$ cat src/drbc_regs.vh
// Purpose: Constants for the drum-read buffer control block
// Assumes: Included by drbc_top.v only
// Notes:   Byte offsets on the plain register port
`ifndef DRBC_REGS_VH
`define DRBC_REGS_VH

// Register byte offsets
`define DRBC_CTRL_OFS        4'h0
`define DRBC_STATUS_OFS      4'h4
`define DRBC_COUNT_OFS       4'h8
`define DRBC_ERRLOG_OFS      4'hC

// CTRL fields
`define DRBC_CTRL_MODE1_BIT  0
`define DRBC_CTRL_MODE2_BIT  1
`define DRBC_CTRL_RESET      2'h1

// STATUS fields
`define DRBC_ST_ENABLE_BIT   0
`define DRBC_ST_REQUEST_BIT  1
`define DRBC_ST_ZERO_BIT     2
`define DRBC_ST_SUBTR_BIT    3
`define DRBC_ST_HUNDRED_BIT  4

// COUNT fields
`define DRBC_CNT_DIGIT_LSB   0
`define DRBC_CNT_WORD_LSB    8

// ERRLOG fields, write one to clear
`define DRBC_ERR_START_BIT   0
`define DRBC_ERR_CONT_BIT    1
`define DRBC_ERR_PARITY_BIT  2
`define DRBC_ERR_FAULT_BIT   3

// Counter values
`define DRBC_DIGIT_FIRST     4'h0
`define DRBC_DIGIT_BEFORE    4'hA
`define DRBC_DIGIT_LAST      4'hB
`define DRBC_WORD_ZERO       7'h00
`define DRBC_WORD_99         7'h63
`define DRBC_WORD_100        7'h64

// End-of-sector sentinel digit
`define DRBC_END_SENTINEL    5'h17

`endif

$ cat src/drbc_top.v
// Purpose: Buffer control of a drum-read synchronizer: digit and word
//          counting, buffer select, memory requests, band wrap, errors
// Assumes: One synchronizer clock; all inputs come from logic on it
// Notes:   Digit count is held as index 0..11 for counts 1..12
//
// Overview of operation
// - Provide 12 odd-buffer and 12 even-buffer digit select outputs.
// - Set buffer-drive enable at sector start; clear after hundredth word stored.
// - Error, clear or error-insert also clears buffer-drive enable.
// - Word parity picks buffer group; digit count picks the select inside it.
// - Sector-address-full clears digit counter to its first state.
// - Each aligned digit steps digit counter; after 12 it returns to 1.
// - Word counter is seven-bit straight binary, counting to 100.
// - Word counter clears at sector-address-full, steps on each digit counter wrap below 100.
// - Word counter low bit tells dispatcher odd or even buffer.
// - Count 99 arms subtract; its pulse clears enable at step to 100.
// - Word count 100 raises sector-complete toward the length checker.
// - Digit counter reaching last state raises a memory-transfer request while buffer-drive enable is set.
// - Dispatcher acknowledge, error or clear withdraws the request.
// - Mode signals tell dispatcher to add 1 per successive address.
// - Mode 2 subtracts 2499 on sector 24 last word; sentinel clears flags.
// - Sector-zero flag sets only when address register holds sector 00.
// - Subtract sets at last digit of word 99 with sector-zero; both doubled.
// - Start while reading, or too late for the sector, is a start error.
// - Continue while not reading is a continue error.
// - Aligned digit with even ones is a parity error, except sentinel 10111.
// - Sentinel not seen as even by the checker is a checker fault.
// - Digit shifts only once all five channel registers hold a bit.
//
// The address map and strobed register access were chosen for this implementation.

`timescale 1ns/1ps
`default_nettype none
`include "drbc_regs.vh"

module drbc_top
(
   // Clock and reset
   input  wire        CLOCK_I,
   input  wire        RST_N_I,
   // Register port
   input  wire [3:0]  ADDR_I,
   input  wire [15:0] WDATA_I,
   input  wire        WR_I,
   input  wire        RD_I,
   output reg  [15:0] RDATA_O,
   // Skew-correction side
   input  wire [4:0]  CHANNEL_READY_I,
   input  wire [4:0]  ALIGNED_DIGIT_BITS_I,
   output reg         ALIGNED_DIGIT_SHIFT_O,
   output reg  [4:0]  ALIGNED_DIGIT_O,
   output reg         END_OF_SECTOR_O,
   // Sector control
   input  wire        FIRST_SENTINEL_SEARCH_START_I,
   input  wire        SECTOR_ADDRESS_FULL_I,
   input  wire        ADDRESS_SENTINEL_FOUND_I,
   input  wire        SECTOR_ADDRESS_ZERO_I,
   input  wire        SYNCHRONIZER_ERROR_I,
   input  wire        SYNCHRONIZER_CLEAR_I,
   input  wire        ERROR_INSERT_I,
   // Instruction checks
   input  wire        START_INSTR_I,
   input  wire        CONTINUE_INSTR_I,
   input  wire        READING_ACTIVE_I,
   input  wire        SET_SECTOR_CHANGE_SYNC_I,
   input  wire        SECTOR_CHANGE_FLAG_I,
   // Buffer write drivers
   output reg  [11:0] ODD_BUFFER_DIGIT_SELECT_O,
   output reg  [11:0] EVEN_BUFFER_DIGIT_SELECT_O,
   output reg         BUFFER_DRIVE_ENABLE_O,
   // Dispatcher
   input  wire        MEMORY_TRANSFER_ACK_I,
   output reg         MEMORY_TRANSFER_REQUEST_O,
   output reg         WORD_COUNT_EVEN_O,
   output reg         WORD_COUNT_ODD_O,
   output reg         MODE_ONE_SELECT_O,
   output reg         MODE_TWO_SELECT_O,
   output reg  [1:0]  BAND_WRAP_SUBTRACT_O,
   output reg         WORD_COUNT_HUNDRED_O,
   // Errors toward the error latch
   output reg         START_ERROR_O,
   output reg         CONTINUE_ERROR_O,
   output reg         INFORMATION_PARITY_ERROR_O,
   output reg         PARITY_CHECKER_FAULT_O
);

   reg  [3:0]  digit_count_reg;
   reg  [3:0]  digit_count_next;
   reg  [6:0]  word_count_reg;
   reg  [6:0]  word_count_next;
   reg  [1:0]  ctrl_reg;
   reg  [3:0]  errlog_reg;
   reg  [3:0]  errlog_next;
   reg  [1:0]  sector_zero_reg;
   reg         wc99_seen_reg;
   reg         enable_next;
   reg         request_next;
   reg  [1:0]  subtract_next;
   reg  [1:0]  sector_zero_next;
   reg  [15:0] rdata_next;

   wire        any_reset_event;
   wire        aligned_digit_shift;
   wire        digit_count_last;
   wire        word_count_step;
   wire        word_count_ninety_nine;
   wire        word_ninety_nine_pulse;
   wire        end_of_sector;
   wire        digit_even_ones;
   wire        parity_err;
   wire        fault_err;
   wire        start_err;
   wire        cont_err;
   wire [11:0] select_onehot;

   assign any_reset_event     = SYNCHRONIZER_ERROR_I | SYNCHRONIZER_CLEAR_I;
   // Both present strobes come from the same all-ready condition
   assign aligned_digit_shift = &CHANNEL_READY_I;
   assign digit_count_last    = (digit_count_reg == `DRBC_DIGIT_LAST);
   assign word_count_step     = aligned_digit_shift & digit_count_last;
   assign word_count_ninety_nine = (word_count_reg == `DRBC_WORD_99);
   // Pulse form of count 99, live on every cycle at 99 up to the step that leaves it
   assign word_ninety_nine_pulse = word_count_ninety_nine & ~wc99_seen_reg;

   assign end_of_sector   = (aligned_digit_shift &
                             (ALIGNED_DIGIT_BITS_I == `DRBC_END_SENTINEL))
                            | ERROR_INSERT_I;
   assign digit_even_ones = ~^ALIGNED_DIGIT_BITS_I;
   assign parity_err      = aligned_digit_shift & digit_even_ones
                            & ~end_of_sector;
   assign fault_err       = end_of_sector & ~digit_even_ones;
   assign start_err       = START_INSTR_I &
                            (READING_ACTIVE_I |
                             (SECTOR_ADDRESS_FULL_I & SET_SECTOR_CHANGE_SYNC_I &
                              SECTOR_CHANGE_FLAG_I));
   assign cont_err        = CONTINUE_INSTR_I & ~READING_ACTIVE_I;

   genvar gi;
   generate
      for (gi = 0; gi < 12; gi = gi + 1)
      begin : g_select
         assign select_onehot[gi] = (digit_count_reg == gi[3:0]);
      end
   endgenerate

   // Digit counter
   always @*
   begin
      digit_count_next = digit_count_reg;
      if (SECTOR_ADDRESS_FULL_I)
         digit_count_next = `DRBC_DIGIT_FIRST;
      else if (aligned_digit_shift)
      begin
         if (digit_count_last)
            digit_count_next = `DRBC_DIGIT_FIRST;
         else
            digit_count_next = digit_count_reg + 4'h1;
      end
   end

   // Word counter, holds at 100 so a runaway sector cannot wrap it
   always @*
   begin
      word_count_next = word_count_reg;
      if (SECTOR_ADDRESS_FULL_I)
         word_count_next = `DRBC_WORD_ZERO;
      else if (word_count_step && word_count_reg != `DRBC_WORD_100)
         word_count_next = word_count_reg + 7'h01;
   end

   // Buffer-drive enable: clearing causes take priority over the set
   always @*
   begin
      enable_next = BUFFER_DRIVE_ENABLE_O;
      if (FIRST_SENTINEL_SEARCH_START_I)
         enable_next = 1'b1;
      if (word_count_step && word_ninety_nine_pulse)
         enable_next = 1'b0;
      if (any_reset_event || ERROR_INSERT_I)
         enable_next = 1'b0;
   end

   // Request: a new request wins over an acknowledge in the same cycle
   always @*
   begin
      request_next = MEMORY_TRANSFER_REQUEST_O;
      if (MEMORY_TRANSFER_ACK_I)
         request_next = 1'b0;
      if (aligned_digit_shift && digit_count_reg == `DRBC_DIGIT_BEFORE &&
          BUFFER_DRIVE_ENABLE_O)
         request_next = 1'b1;
      if (any_reset_event)
         request_next = 1'b0;
   end

   // Band-wrap flags, two copies each for checking
   always @*
   begin
      sector_zero_next = sector_zero_reg;
      subtract_next    = BAND_WRAP_SUBTRACT_O;
      if (ADDRESS_SENTINEL_FOUND_I)
      begin
         sector_zero_next = 2'h0;
         subtract_next    = 2'h0;
      end
      if (SECTOR_ADDRESS_FULL_I && SECTOR_ADDRESS_ZERO_I)
         sector_zero_next = 2'h3;
      if (ctrl_reg[`DRBC_CTRL_MODE2_BIT] && digit_count_last &&
          word_count_ninety_nine)
      begin
         if (sector_zero_reg[0])
            subtract_next[0] = 1'b1;
         if (sector_zero_reg[1])
            subtract_next[1] = 1'b1;
      end
   end

   // Error log: a new error wins over a write-one clear
   always @*
   begin
      errlog_next = errlog_reg;
      if (WR_I && ADDR_I == `DRBC_ERRLOG_OFS)
         errlog_next = errlog_reg & ~WDATA_I[3:0];
      if (start_err)
         errlog_next[`DRBC_ERR_START_BIT] = 1'b1;
      if (cont_err)
         errlog_next[`DRBC_ERR_CONT_BIT] = 1'b1;
      if (parity_err)
         errlog_next[`DRBC_ERR_PARITY_BIT] = 1'b1;
      if (fault_err)
         errlog_next[`DRBC_ERR_FAULT_BIT] = 1'b1;
   end

   // Read mux, data valid only in the cycle after the strobe
   always @*
   begin
      rdata_next = 16'h0000;
      if (RD_I)
      begin
         case (ADDR_I)
            `DRBC_CTRL_OFS:
               rdata_next = {14'h0000, ctrl_reg};
            `DRBC_STATUS_OFS:
               rdata_next = {11'h000, WORD_COUNT_HUNDRED_O,
                             BAND_WRAP_SUBTRACT_O[0], sector_zero_reg[0],
                             MEMORY_TRANSFER_REQUEST_O, BUFFER_DRIVE_ENABLE_O};
            `DRBC_COUNT_OFS:
               rdata_next = {1'b0, word_count_reg, 4'h0, digit_count_reg};
            `DRBC_ERRLOG_OFS:
               rdata_next = {12'h000, errlog_reg};
            default:
               rdata_next = 16'h0000;
         endcase
      end
   end

   // All state on the one synchronizer clock
   always @(posedge CLOCK_I or negedge RST_N_I)
   begin
      if (!RST_N_I)
      begin
         digit_count_reg            <= `DRBC_DIGIT_FIRST;
         word_count_reg             <= `DRBC_WORD_ZERO;
         ctrl_reg                   <= `DRBC_CTRL_RESET;
         errlog_reg                 <= 4'h0;
         sector_zero_reg            <= 2'h0;
         wc99_seen_reg              <= 1'b0;
         RDATA_O                    <= 16'h0000;
         ALIGNED_DIGIT_SHIFT_O      <= 1'b0;
         ALIGNED_DIGIT_O            <= 5'h00;
         END_OF_SECTOR_O            <= 1'b0;
         ODD_BUFFER_DIGIT_SELECT_O  <= 12'h000;
         EVEN_BUFFER_DIGIT_SELECT_O <= 12'h000;
         BUFFER_DRIVE_ENABLE_O      <= 1'b0;
         MEMORY_TRANSFER_REQUEST_O  <= 1'b0;
         WORD_COUNT_EVEN_O          <= 1'b1;
         WORD_COUNT_ODD_O           <= 1'b0;
         MODE_ONE_SELECT_O          <= 1'b0;
         MODE_TWO_SELECT_O          <= 1'b0;
         BAND_WRAP_SUBTRACT_O       <= 2'h0;
         WORD_COUNT_HUNDRED_O       <= 1'b0;
         START_ERROR_O              <= 1'b0;
         CONTINUE_ERROR_O           <= 1'b0;
         INFORMATION_PARITY_ERROR_O <= 1'b0;
         PARITY_CHECKER_FAULT_O     <= 1'b0;
      end
      else
      begin
         digit_count_reg <= digit_count_next;
         word_count_reg  <= word_count_next;
         errlog_reg      <= errlog_next;
         sector_zero_reg <= sector_zero_next;
         if (WR_I && ADDR_I == `DRBC_CTRL_OFS)
            ctrl_reg <= WDATA_I[1:0];
         // Remember that the 99 pulse was used so it fires once
         if (SECTOR_ADDRESS_FULL_I)
            wc99_seen_reg <= 1'b0;
         else if (word_count_step && word_count_ninety_nine)
            wc99_seen_reg <= 1'b1;
         RDATA_O               <= rdata_next;
         ALIGNED_DIGIT_SHIFT_O <= aligned_digit_shift;
         if (aligned_digit_shift)
            ALIGNED_DIGIT_O <= ALIGNED_DIGIT_BITS_I;
         END_OF_SECTOR_O <= end_of_sector;
         // Select pulses accompany the digit being shifted out
         if (aligned_digit_shift && BUFFER_DRIVE_ENABLE_O)
         begin
            ODD_BUFFER_DIGIT_SELECT_O  <= word_count_reg[0] ?
                                          select_onehot : 12'h000;
            EVEN_BUFFER_DIGIT_SELECT_O <= word_count_reg[0] ?
                                          12'h000 : select_onehot;
         end
         else
         begin
            ODD_BUFFER_DIGIT_SELECT_O  <= 12'h000;
            EVEN_BUFFER_DIGIT_SELECT_O <= 12'h000;
         end
         BUFFER_DRIVE_ENABLE_O     <= enable_next;
         MEMORY_TRANSFER_REQUEST_O <= request_next;
         WORD_COUNT_EVEN_O         <= ~word_count_next[0];
         WORD_COUNT_ODD_O          <= word_count_next[0];
         MODE_ONE_SELECT_O         <= ctrl_reg[`DRBC_CTRL_MODE1_BIT];
         MODE_TWO_SELECT_O         <= ctrl_reg[`DRBC_CTRL_MODE2_BIT];
         BAND_WRAP_SUBTRACT_O      <= subtract_next;
         WORD_COUNT_HUNDRED_O      <= (word_count_next == `DRBC_WORD_100);
         START_ERROR_O              <= start_err;
         CONTINUE_ERROR_O           <= cont_err;
         INFORMATION_PARITY_ERROR_O <= parity_err;
         PARITY_CHECKER_FAULT_O     <= fault_err;
      end
   end

endmodule // drbc_top

`default_nettype wire

$ cat config.mk
export PLATFORM = sky130hd
export DESIGN_NAME = drbc_top
export DESIGN_NICKNAME = d
export VERILOG_FILES = /design/src/drbc_top.v
export VERILOG_INCLUDE_DIRS = /design/src
export SDC_FILE = /design/constraint.sdc
export NUM_CORES = 1
export LEC_CHECK = 0
export BUFFER_PORTS_ARGS = -buffer_cell sky130_fd_sc_hd__buf_2
export CORE_MARGIN = 3
export CORE_UTILIZATION = 30
export CTS_CLUSTER_DIAMETER = 50
export DETAILED_ROUTE_END_ITERATION = 10
export GPL_TIMING_DRIVEN = 1
export PLACE_DENSITY = 0.54
export SYNTH_ARGS = -nofsm -noshare
export SYNTH_HDL_FRONTEND = slang
export SYNTH_SLANG_ARGS = --single-unit
$ cat constraint.sdc
create_clock -name CLOCK_I -period 4.9 [get_ports CLOCK_I]
set_input_delay 0.245 -clock CLOCK_I [delete_from_list [all_inputs] [get_ports CLOCK_I]]
set_output_delay 0.245 -clock CLOCK_I [all_outputs]
set_load 0.01 [all_outputs]
# Word-level counts from Yosys, hierarchy flattened
# Index checks and enable logic that the tools add are counted.
[op_classes]
n_addsub = 2
n_eq_ne = 18
n_mux = 30
n_bitwise = 20
n_reduce_logical = 25
[op_table]
columns = ["operator", "count"]
rows = [
  ["one-hot mux 15 bit (4 select lines)", 1],
  ["two-way mux 12 bit", 4],
  ["equality test 4 bit (second input constant)", 6],
  ["equality test 4 x 3 -> 1 bit (second input constant)", 5],
  ["two-way mux 4 bit", 4],
  ["two-way mux 15 bit", 1],
  ["equality test 7 bit (second input constant)", 2],
  ["two-way mux 1 bit", 14],
  ["two-way mux 7 bit", 2],
  ["nonzero test 2 bit", 7],
  ["logical AND 1 bit", 11],
  ["bitwise AND 1 bit", 10],
  ["equality test 4 x 2 -> 1 bit (second input constant)", 2],
  ["zero test 4 bit", 2],
  ["two-way mux 2 bit", 4],
  ["adder 7 x 1 -> 7 bit (second input constant)", 1],
  ["!= test 7 bit (second input constant)", 1],
  ["nonzero test 3 bit", 2],
  ["equality test 5 bit (second input constant)", 1],
  ["inverter 1 bit", 5],
  ["AND reduction 5 bit", 1],
  ["XNOR reduction 5 bit", 1],
  ["adder 4 x 1 -> 4 bit (second input constant)", 1],
  ["bitwise AND 4 bit", 1],
  ["other kinds (4)", 6],
]
[word_totals]
reg_bits = 80
input_bits = 47
elab_cells = 122

# Longest topological paths before layout
# Gate-level depths: netlist (run 1).
[logic_depth]
ltp_word = 6
mapped_depth = 7
mapped_depth_nobuf = 6

# Worst setup path after synthesis (run 1)
# Ideal clock, no wire load.
[synth_path]
path_type = "register -> register"
start = "register word_count_reg[0]"
end = "register WORD_COUNT_HUNDRED_O"
setup_ns = 0.095
t_arrival_ns = 1.830
t_required_ns = 4.805
setup_slack_ns = 2.975
path_stages_with_launch = 8
synth_period_minus_slack_ns = 1.925
cell_sequence = "dfrtp_1 > buf_4 > inv_1 > ha_1 > and4_4 > nor4_1 > mux2_2 > nor4b_2"
[synth_between]
elab_chain_cells = 5
[synth_lines]
columns = ["item", "line_no", "source"]
rows = [
  ["from (decl)", "drbc_top.v:89", "reg [6:0] word_count_reg;"],
  ["from (signal assigned)", "drbc_top.v:263", "word_count_reg <= `DRBC_WORD_ZERO;"],
  ["from (signal assigned)", "drbc_top.v:290", "word_count_reg <= word_count_next;"],
  ["branches (longest 2 deep; another with adder 7 x 1 -> 7 bit)", "-", ""],
  ["two-way mux 7 bit *", "drbc_top.v:167", "else if (word_count_step && word_count_reg != `DRBC_WORD_100)"],
  ["two-way mux 7 bit *", "drbc_top.v:165", "if (SECTOR_ADDRESS_FULL_I)"],
  ["net word_count_next[3]", "drbc_top.v:90", "reg [6:0] word_count_next;"],
  ["equality test 7 bit (no source line) *", "-", ""],
  ["to (signal assigned)", "drbc_top.v:325", "WORD_COUNT_HUNDRED_O <= (word_count_next == `DRBC_WORD_100);"],
  ["to (decl)", "drbc_top.v:79", "output reg WORD_COUNT_HUNDRED_O,"],
]
# Mark *: on every way through the listed nets, which the timed path passes.
# A chain may end at the register's enable or synchronous reset.

# Final worst setup path (run 1)
[layout_path]
start = "register digit_count_reg[0]"
end = "register WORD_COUNT_HUNDRED_O"
[layout_between]
elab_chain_cells = 6
[layout_lines]
columns = ["item", "line_no", "source"]
rows = [
  ["from (decl)", "drbc_top.v:87", "reg [3:0] digit_count_reg;"],
  ["from (signal assigned)", "drbc_top.v:262", "digit_count_reg <= `DRBC_DIGIT_FIRST;"],
  ["from (signal assigned)", "drbc_top.v:289", "digit_count_reg <= digit_count_next;"],
  ["equality test 4 bit", "-", ""],
  ["bitwise AND 1 bit", "drbc_top.v:120", "assign word_count_step = aligned_digit_shift & digit_count_last;"],
  ["logical AND 1 bit (no source line)", "-", ""],
  ["two-way mux 7 bit", "drbc_top.v:167", ""],
  ["two-way mux 7 bit", "drbc_top.v:165", ""],
  ["equality test 7 bit (no source line)", "-", ""],
]
# No other way between the ends.

==> results list, run 1 <==
* Startpoint kind of the worst setup timing path: flip-flop
- Summed over all cells, the static leakage comes to 1.974 nW.
- Max-cap violations in this run came to 0.
* Initial DRT Pass Iterations: 4
- Post-synthesis instance total: 284
- For this run, global-route usage on met3 was measured as 3.701%.
- Portion of total power attributed to combinational logic: 8.4%
- Counting the buffers created by CTS gives 9.
- Post CTS Setup Buffer Count: 0
- The via count of the first global-routing pass was 2358.
- Measured in cells, the most critical reg-to-reg path has a length of 6.
* Worst-Margin Slew: 0.9028 ns
* Detailed Route Iter0 Violations: 90
- The internal portion of the total power is 872.3 µW.
- First-pass GRT wire length: 11720 µm
- Clock input transition at the sequential cells of the worst setup and hold paths: 0.08 ns
* P per Cell Area: 301.0 nW/µm²
* Area fraction of the dominant cell type after synthesis: 57.35%
* Initial Utilization: 31.56%
- Final setup vio count: 0
* Hold/Removal Path Class: input port to asynchronous set/reset pin
* Share of async-settable or async-resettable flops after synthesis: 100.0%
* Worst setup skew after layout: 0.008979 ns
- In this run the register-to-register setup slack is 2.52 ns.
- TritonCTS built the clock tree.
* Chip Width: 108.3 µm
- Antenna violations before repair: 0
- Share of cells above drive strength 1: 32.98%
- Input and output buffers added on the ports amount to 90.
* Highest net fanout along the worst path: 8
- Post-CTS Hold Buffers: 0
- For met1 alone, demand over resource in global routing was 16.86%.
- Number of buffers on the longest clock path: 2
- Crit path capture type: flip-flop
* Prevailing post-synth register cell: sky130_fd_sc_hd__dfrtp_1
- VDD sags by at most 107.0 µV.
- In the routed design, unresolved DRC markers number 0.
- Ports: 107
- Clock network latency to the later pin of the worst-skew pair: 0.35 ns
* Start of the worst register-to-register path: digit_count_reg[0]$_DFFE_PN0P_
- Unrepaired setup endpoints after global routing: false
- Yosys mapped the design onto 49 distinct sky130hd cell types.
- Status: complete, no violations
- The die covers 11740 µm².
- Portion of total power attributed to the clock network: 35.9%
* GR Util met2: 21.09%
- For this run the aggregate overflow at the end of global routing stands at 0.
- Top Usage Layer GRT: met2
- The final-report hold violation count was 0.
* Switch Pwr: 289.8 µW
* Via/cell ratio: 4.479
* Count of vias placed by the detailed router: 2293
* Count of yosys warnings during synthesis: 0
- Clk root buf: sky130_fd_sc_hd__clkbuf_8
* EDFF count, synth: 0
- At the end of routability-driven placement, the weighted congestion stood at 0.7835.
- Number of gates resized after cts: 0
- CTS H-tree depth: 3
- Arrival time of the worst setup path: 2.63 ns
* Standard cell core area: 9955 µm²
* Power share of the sequential group: 55.7%
- Fraction of the cycle the final worst path needs: 48.62%
* Instance area at placement: 3689 µm²
* Sw frac: 24.94%
* Critical R2R Capture: WORD_COUNT_HUNDRED_O$_DFF_PN0_
- Most area-hungry cell type in the Yosys netlist: sky130_fd_sc_hd__dfrtp_1
- Total negative slack: 0 ns
- Maximum number of pins on one net before global-route repair: 75
- Data on the critical path is required at its endpoint by 5.15 ns.
* Share of the yosys chip area belonging to registers: 59.02%
- After the last flow step, the layout net total stands at 429.
- Across every metal layer, demand over resource in global routing totals 13.18%.
* Post-route ant nets: 0
- Clock tree synthesis found a total of 74 sinks.
- Top cells by area, synth: sky130_fd_sc_hd__dfrtp_1 (57%), sky130_fd_sc_hd__nand2_1 (4.3%), sky130_fd_sc_hd__ha_1 (3.2%)
- Relative slew slack: 39.81%
- The worst setup path is of the flip-flop to flip-flop kind.
- Routed wire length: 7428 µm
- Time the final worst path needs with I/O delays and setup: 2.382 ns
- After legalization and detailed placement, the total HPWL measured 5566 µm.
- Number of placement rows: 36
- Compared with the post-synthesis result, the final layout area differs by 22.90%.
* Pins Over Slew Limit: 0
* Post-synth design cell area: 3142 µm²
- Fmax achieved: 419.8 MHz
* Number of flip-flops and latches in the synthesized netlist: 74
- Registers with the highest flip-flop counts: EVEN_BUFFER_DIGIT_SELECT_O: 12 flops, ODD_BUFFER_DIGIT_SELECT_O: 12 flops, RDATA_O: 12 flops
* Mean routed wirelength per cell: 14.51 µm
- Mean Syn Cell Area: 11.06 µm²
- Fin area: 3861 µm²
- The repair_antennas step left the layout with diodes totalling 0.
* Height of the chip: 108.3 µm
[stage by stage]
stage / hold WS (ns) / total power [mW] / cells / util, % / setup WS (ns)
after floorplan: -0.05059 / 0.7075 / 287 / - / 2.975
after global placement: 0.4043 / 0.7580 / 496 / 37.05 / 2.526
after detailed placement: 0.4066 / 0.7601 / 496 / 37.05 / 2.476
after CTS: 0.06058 / 1.177 / 512 / 38.79 / 2.458
after global routing: 0.06120 / 1.214 / 512 / 38.79 / 2.292
final: 0.0005086 / 1.162 / 512 / 38.79 / 2.518
[metal layers]
layer / vias to the layer above / routed length, µm
li1: 1129 / -
met1: 1077 / 3280
met2: 78 / 3485
met3: 9 / 543
met4: 0 / 119
met5: - / 0
[cells in the mapped netlist, types with 2 or more instances]
library cell and instances:
sky130_fd_sc_hd__a22oi_1 2, sky130_fd_sc_hd__nand4_1 4, sky130_fd_sc_hd__a21oi_1 5, sky130_fd_sc_hd__dfstp_2 2, sky130_fd_sc_hd__and3_1 11, sky130_fd_sc_hd__inv_1 11, sky130_fd_sc_hd__mux2_2 3, sky130_fd_sc_hd__nor4_1 3
sky130_fd_sc_hd__and2_1 13, sky130_fd_sc_hd__xor2_1 3, sky130_fd_sc_hd__xnor2_1 4, sky130_fd_sc_hd__nor2_1 26, sky130_fd_sc_hd__ha_1 8, sky130_fd_sc_hd__clkbuf_1 6, sky130_fd_sc_hd__a31oi_1 2, sky130_fd_sc_hd__nor2b_1 7
sky130_fd_sc_hd__o21ai_0 9, sky130_fd_sc_hd__buf_4 5, sky130_fd_sc_hd__a21o_1 5, sky130_fd_sc_hd__buf_2 2, sky130_fd_sc_hd__nand2_1 36, sky130_fd_sc_hd__nand4_2 2, sky130_fd_sc_hd__dfrtp_1 72, sky130_fd_sc_hd__nand3_1 10
sky130_fd_sc_hd__nor3b_1 2, sky130_fd_sc_hd__nor3_1 6, sky130_fd_sc_hd__or2_1 2, sky130_fd_sc_hd__mux4_2 2
[how the worst max path moves through the flow]
stage | startpoint | to | depth (start not counted)
finish | digit_count_reg[0]$_DFFE_PN0P_ | WORD_COUNT_HUNDRED_O$_DFF_PN0_ | 6
global route | digit_count_reg[1]$_DFFE_PN0P_ | WORD_COUNT_HUNDRED_O$_DFF_PN0_ | 6
CTS | digit_count_reg[0]$_DFFE_PN0P_ | WORD_COUNT_HUNDRED_O$_DFF_PN0_ | 6
detailed placement | digit_count_reg[0]$_DFFE_PN0P_ | WORD_COUNT_HUNDRED_O$_DFF_PN0_ | 6
global placement | digit_count_reg[0]$_DFFE_PN0P_ | WORD_COUNT_HUNDRED_O$_DFF_PN0_ | 6
floorplan | word_count_reg[0]$_DFF_PN0_ | WORD_COUNT_HUNDRED_O$_DFF_PN0_ | 7
[power groups by stage]
stage	clock network, mW	registers (mW)	logic (mW)
global route	0.451	0.652	0.111
detailed placement	0	0.660	0.0999
CTS	0.429	0.648	0.0999
global placement	0	0.660	0.0981
finish	0.417	0.648	0.0971
floorplan	0	0.666	0.0411
[logic make-up after synthesis]
logic type,Yosys count,share of synthesized area [%]
XOR/XNOR,7,1.951
other,1,0.1194
AO/OA/AOI/OAI,28,5.734
buffers and inverters,26,4.102
multiplexers,6,2.827
AND/OR/NAND/NOR,134,23.06
adder cells (fa/ha/maj),8,3.186
flip-flops,74,59.02
[critical path, cell delays in order (launching register included)]
cell and delay [ns]:
sky130_fd_sc_hd__dfrtp_1 0.46, sky130_fd_sc_hd__ha_1 0.45, sky130_fd_sc_hd__nand3b_2 0.24, sky130_fd_sc_hd__nor3_2 0.36
sky130_fd_sc_hd__nand4_2 0.15, sky130_fd_sc_hd__a2111oi_2 0.36, sky130_fd_sc_hd__nor4b_2 0.27
[cell type report]
| type | count | area (µm²) |
|---|---|---|
| flip-flops and latches | 74 | 1854 |
| clock buffers | 11 | 141.4 |
| repair buffers | 90 | 452.9 |
| clock inverters | 5 | 31.28 |
| multi-input cells | 187 | 1170 |
| fillers | 1012 | 6093 |
| well taps | 133 | 166.4 |
| inverters | 12 | 45.04 |
[layout by cell type (no fill, tap or decap), types with 2 or more instances in the layout]
cell type | netlist | final
sky130_fd_sc_hd__buf_2 | 2 | 89
sky130_fd_sc_hd__dfrtp_1 | 72 | 72
sky130_fd_sc_hd__nand2_1 | 36 | 36
sky130_fd_sc_hd__nor2_1 | 26 | 26
sky130_fd_sc_hd__and2_1 | 13 | 13
sky130_fd_sc_hd__inv_1 | 11 | 11
sky130_fd_sc_hd__and3_1 | 11 | 11
sky130_fd_sc_hd__nand3_1 | 10 | 10
sky130_fd_sc_hd__clkbuf_8 | 1 | 10
sky130_fd_sc_hd__o21ai_0 | 9 | 9
sky130_fd_sc_hd__ha_1 | 8 | 8
sky130_fd_sc_hd__nor2b_1 | 7 | 7
sky130_fd_sc_hd__nor3_1 | 6 | 6
sky130_fd_sc_hd__a21o_1 | 5 | 5
sky130_fd_sc_hd__a21oi_1 | 5 | 5
sky130_fd_sc_hd__nand4_1 | 4 | 4
sky130_fd_sc_hd__xnor2_1 | 4 | 4
sky130_fd_sc_hd__conb_1 | 1 | 4
sky130_fd_sc_hd__nor4_1 | 3 | 3
sky130_fd_sc_hd__mux2_2 | 3 | 3
sky130_fd_sc_hd__xor2_1 | 3 | 3
sky130_fd_sc_hd__clkinv_2 | 0 | 3
sky130_fd_sc_hd__dfstp_2 | 2 | 2
sky130_fd_sc_hd__or2_1 | 2 | 2
sky130_fd_sc_hd__nor3b_1 | 2 | 2
sky130_fd_sc_hd__nand4_2 | 2 | 2
sky130_fd_sc_hd__a22oi_1 | 2 | 2
sky130_fd_sc_hd__a31oi_1 | 2 | 2
sky130_fd_sc_hd__mux4_2 | 2 | 2
(Power assumes the default switching activity.)
==> run 2: changes to the inputs <==
--- a/config.mk
+++ b/config.mk
@@ -6,6 +6,7 @@
 export SDC_FILE = /design/constraint.sdc
 export NUM_CORES = 1
 export LEC_CHECK = 0
+export ABC_AREA = 1
 export BUFFER_PORTS_ARGS = -buffer_cell sky130_fd_sc_hd__buf_2
 export CORE_MARGIN = 3
 export CORE_UTILIZATION = 30
==> constraint.sdc (replaced) <==
create_clock -name CLOCK_I -period 2.26 [get_ports CLOCK_I]
set_input_delay 0.113 -clock CLOCK_I [delete_from_list [all_inputs] [get_ports CLOCK_I]]
set_output_delay 0.113 -clock CLOCK_I [all_outputs]
set_load 0.01 [all_outputs]
==> run 2 against run 1 <==
Compared with the run above:
- synthesized cell count increased by 21%
- largest power group unchanged
- die area up 2.9%
- critical endpoint is now MEMORY_TRANSFER_REQUEST_O$_DFFE_PN0P_
- highest routed layer unchanged
- critical path depth rose by 1
- critical path type is now input port to flip-flop
==> results list, run 2 <==
* # clock sinks: 74 (unchanged)
* P per Cell Area: 640.5 nW/µm² (+110%)
- The largest net degree at the start of global routing was 75 (unchanged).
- The average footprint of a synthesized cell was 9.444 µm² (-15%).
* Count of vias placed by the detailed router: 2588 (+13%)
- The proportion of synthesized chip area in sequential cells was 57.24% (-1.8 points).
* Cts bufs inserted: 9 (unchanged)
* Chip Width: 109.9 µm (+1.5%)
- The placed standard-cell area was 3814 µm² (+3.4%).
- Highest net fanout along the worst path: 2 (-6)
- Initial DRT Pass Iterations: 4 (unchanged)
* Top cells by area, synth: sky130_fd_sc_hd__dfrtp_1 (56%), sky130_fd_sc_hd__nand2_1 (8.0%), sky130_fd_sc_hd__inv_1 (5.2%)
* Worst-Margin Slew: 0.9127 ns (+0.009902 ns)
* Vias in the first global route: 2546 (+8.0%)
- Synth Area in XOR/XNOR: 0.8111% (-1.1 points)
- Via/cell ratio: 4.364 (-2.6%)
- Post-layout worst setup margin: 0.4786 ns (-2.039 ns)
- Fin area: 4155 µm² (+7.6%)
* Commonest non-fill, non-tap cells in the layout: sky130_fd_sc_hd__buf_2 (89), sky130_fd_sc_hd__dfrtp_1 (72), sky130_fd_sc_hd__nand2_1 (69), sky130_fd_sc_hd__inv_1 (45), sky130_fd_sc_hd__nor2_1 (39)
- The final global-route overflow total is 0 (unchanged).
* Final hold violation count: 0 (unchanged)
- By count the netlist is led by sky130_fd_sc_hd__dfrtp_1 (72), sky130_fd_sc_hd__nand2_1 (69), sky130_fd_sc_hd__inv_1 (45), sky130_fd_sc_hd__nor2_1 (39), sky130_fd_sc_hd__nand3_1 (25).
* Post-route ant nets: 0 (unchanged)
* Registers with the highest flip-flop counts: EVEN_BUFFER_DIGIT_SELECT_O: 12 flops, ODD_BUFFER_DIGIT_SELECT_O: 12 flops, RDATA_O: 12 flops
* Compound-gate portion of the synthesized area: 5.098% (-0.64 points)
- Worst Setup Slack post-DPL: 0.5785 ns (-1.898 ns)
- GRT Resource Usage Total: 13.74% (+0.55 points)
- Total negative slack: 0 ns (unchanged)
- The number of antenna violations at the first check in global routing was 0 (unchanged).
- The area enclosed by the die boundary was 12080 µm² (+2.9%).
* Largest voltage drop on the vdd net: 234.3 µV (+120%)
* Prevailing post-synth register cell: sky130_fd_sc_hd__dfrtp_1
* Time the final worst path needs with I/O delays and setup: 1.781 ns
- The adder and majority cell fraction of the synthesized area was 3.090% (-0.096 points).
* Post-synth design cell area: 3239 µm² (+3.1%)
- The worst setup path is launched from an input port.
- Clock tree synthesis selected as its root buffer the cell sky130_fd_sc_hd__clkbuf_8.
- The final design utilization is 39.89% (+1.1 points).
- The biggest area contributor in the post-synthesis netlist is sky130_fd_sc_hd__dfrtp_1.
* Worst setup path category: input port to flip-flop
- Number of flip-flops and latches in the synthesized netlist: 74 (unchanged)
* First-pass GRT wire length: 12610 µm (+7.6%)
* Routed wire length: 7582 µm (+2.1%)
- Fraction of the cycle the final worst path needs: 78.82%
- The count of flip-flops with a built-in enable after synthesis is 0 (unchanged).
- The number of synthesis warnings came to 0 (unchanged).
* Fraction of the mapped netlist area in simple logic gates: 25.69% (+2.6 points)
- Pins Over Slew Limit: 0 (unchanged)
- Fmax achieved: 561.4 MHz
- Relative slew slack: 39.15% (-0.66 points)
- Number of distinct standard cells referenced by the synthesized netlist: 37 (-24%)
- The die outline height is 109.9 µm (+1.5%).
* Initial Utilization: 31.10% (-0.46 points)
- Crit path capture type: flip-flop
- Worst setup skew after layout: 0.01558 ns (+0.006598 ns)
- Setup repair after global routing left no endpoint under its margin.
- The fraction of registers with async set or reset after synthesis is 100.0% (unchanged).
- The total I/O pin count was 107 (unchanged).
* Most instantiated library cell after synthesis: sky130_fd_sc_hd__dfrtp_1
- The final weighted congestion in routability-driven placement came to 0.8943 (+14%).
- The clock slew seen by the registers of the worst setup and hold paths is 0.08 ns (about the same).
* Standby leakage power: 2.296 nW (+16%)
* DRC violation count after routing: 0 (unchanged)
- Clock network latency to the later pin of the worst-skew pair: 0.36 ns (about the same)
- The run finished with clean final reports.
- The critical path required time is 2.56 ns (-2.59 ns).
- Arrival time of the worst setup path: 2.08 ns (-0.55 ns)
- The fraction of final layout cells with drive strength greater than 1 is 29.32% (-3.7 points).
- After synthesis, the largest family of logic cells by area is simple AND/OR/NAND/NOR gates.
- The placeable core region came to 10420 µm² (+4.6%).
- Proportion of synthesized area in mux cells: 0% (-2.8 points)
- Detailed Route Iter0 Violations: 93 (+3.3%)
* Antenna diode count: 0 (unchanged)
- TritonCTS clock tree: yes
- The setup violation total in the final timing report was 0 (unchanged).
* Number of placement rows: 37 (+2.8%)
* Post-synthesis instance total: 343 (+21%)
- The net count reported at finish was 507 (+18%).
- CTS H-tree depth: 3 (unchanged)
* Number of max-cap violations: 0 (unchanged)
* Number of gates resized after cts: 0 (unchanged)
- Compared with the post-synthesis result, the final layout area differs by 28.27%.
* Number of buffers on the longest clock path: 2 (unchanged)
* Area fraction of the dominant cell type after synthesis: 55.62% (-1.7 points)
- Most frequent standard cell in the layout excluding fill and tap cells: sky130_fd_sc_hd__buf_2
* Hold/Removal Path Class: input port to flip-flop
* Mean routed wirelength per cell: 12.79 µm (-12%)
- HPWL Detailed: 5743 µm (+3.2%)
* Port-buffer cells: 90 (unchanged)
==> run 2: metal layers <==
layer / up-vias / global-route usage [%] / routed length (µm)
met5: - / 0 / 0
met4: 0 / 5.165 / 116
met3: 11 / 3.934 / 467
met2: 78 / 20.58 / 3401
met1: 1207 / 18.78 / 3596
li1: 1292 / - / -
==> run 2: cell type report <==
type	count	area (µm²)
Inverter	52	197.7
Clock buffer	9	123.9
Tap cell	136	170.2
Timing Repair Buffer	104	593.1
Sequential cell	74	1854
Multi-Input combinational cell	211	1139
Fill cell	1062	6261
Clock inverter	7	77.57
==> run 2: power by group <==
part / switching [mW] / internal (mW) / leakage, nW
clock: 0.521 / 0.514 / 0.0881
combinational: 0.133 / 0.0903 / 1.22
sequential: 0.0272 / 1.38 / 0.993
==> run 2: critical path, stage by stage <==
cell,delay [ns]
sky130_fd_sc_hd__dlygate4sd3_1,0.52
sky130_fd_sc_hd__buf_2,0.11
sky130_fd_sc_hd__nor2_1,0.07
sky130_fd_sc_hd__dlygate4sd3_1,0.55
sky130_fd_sc_hd__inv_1,0.05
sky130_fd_sc_hd__a21oi_1,0.10
sky130_fd_sc_hd__dlygate4sd3_1,0.55
==> run 2: repair_timing <==
| action | 4_1_cts | 5_1_grt |
|---|---|---|
| buffers inserted | 0 | 0 |
| endpoints found under the hold margin | 85 | 0 |
| endpoints found under the setup margin | 0 | 0 |
| hold buffers | 14 | 0 |
==> run 2: cells by family after synthesis <==
logic type,after synthesis
flops,74
xor+xnor,3
buf+inv,61
other cells,1
simple gates,168
fa+ha+maj,8
compound gates,28
==> run 2: path summary, 6_finish.rpt <==
kind / end / slack (ns) / cells after the start / start
max in group asynchronous: CONTINUE_ERROR_O$_DFF_PN0_ / 1.24 / 2 / RST_N_I
worst max register to register: MEMORY_TRANSFER_REQUEST_O$_DFFE_PN0P_ / 0.52 / 5 / digit_count_reg[0]$_DFFE_PN0P_
worst min-delay path: errlog_reg[1]$_DFFE_PN0P_ / 0.03 / 3 / CONTINUE_INSTR_I
worst max-delay path: MEMORY_TRANSFER_REQUEST_O$_DFFE_PN0P_ / 0.48 / 7 / SYNCHRONIZER_ERROR_I
min in group asynchronous: EVEN_BUFFER_DIGIT_SELECT_O[0]$_DFF_PN0_ / 0.43 / 2 / RST_N_I
worst min register to register: MODE_ONE_SELECT_O$_DFF_PN0_ / 0.42 / 0 / ctrl_reg[0]$_DFFE_PN1P_
==> run 2: through the flow <==
stage | power (mW) | hold slack [ns] | instances
after global placement | 1.636 | 0.2941 | 563
after global routing | 2.803 | 0.02534 | 593
after CTS | 2.709 | 0.006513 | 593
after detailed placement | 1.640 | 0.3059 | 563
after floorplan | 1.522 | -0.1826 | 346
final | 2.661 | 0.02722 | 593
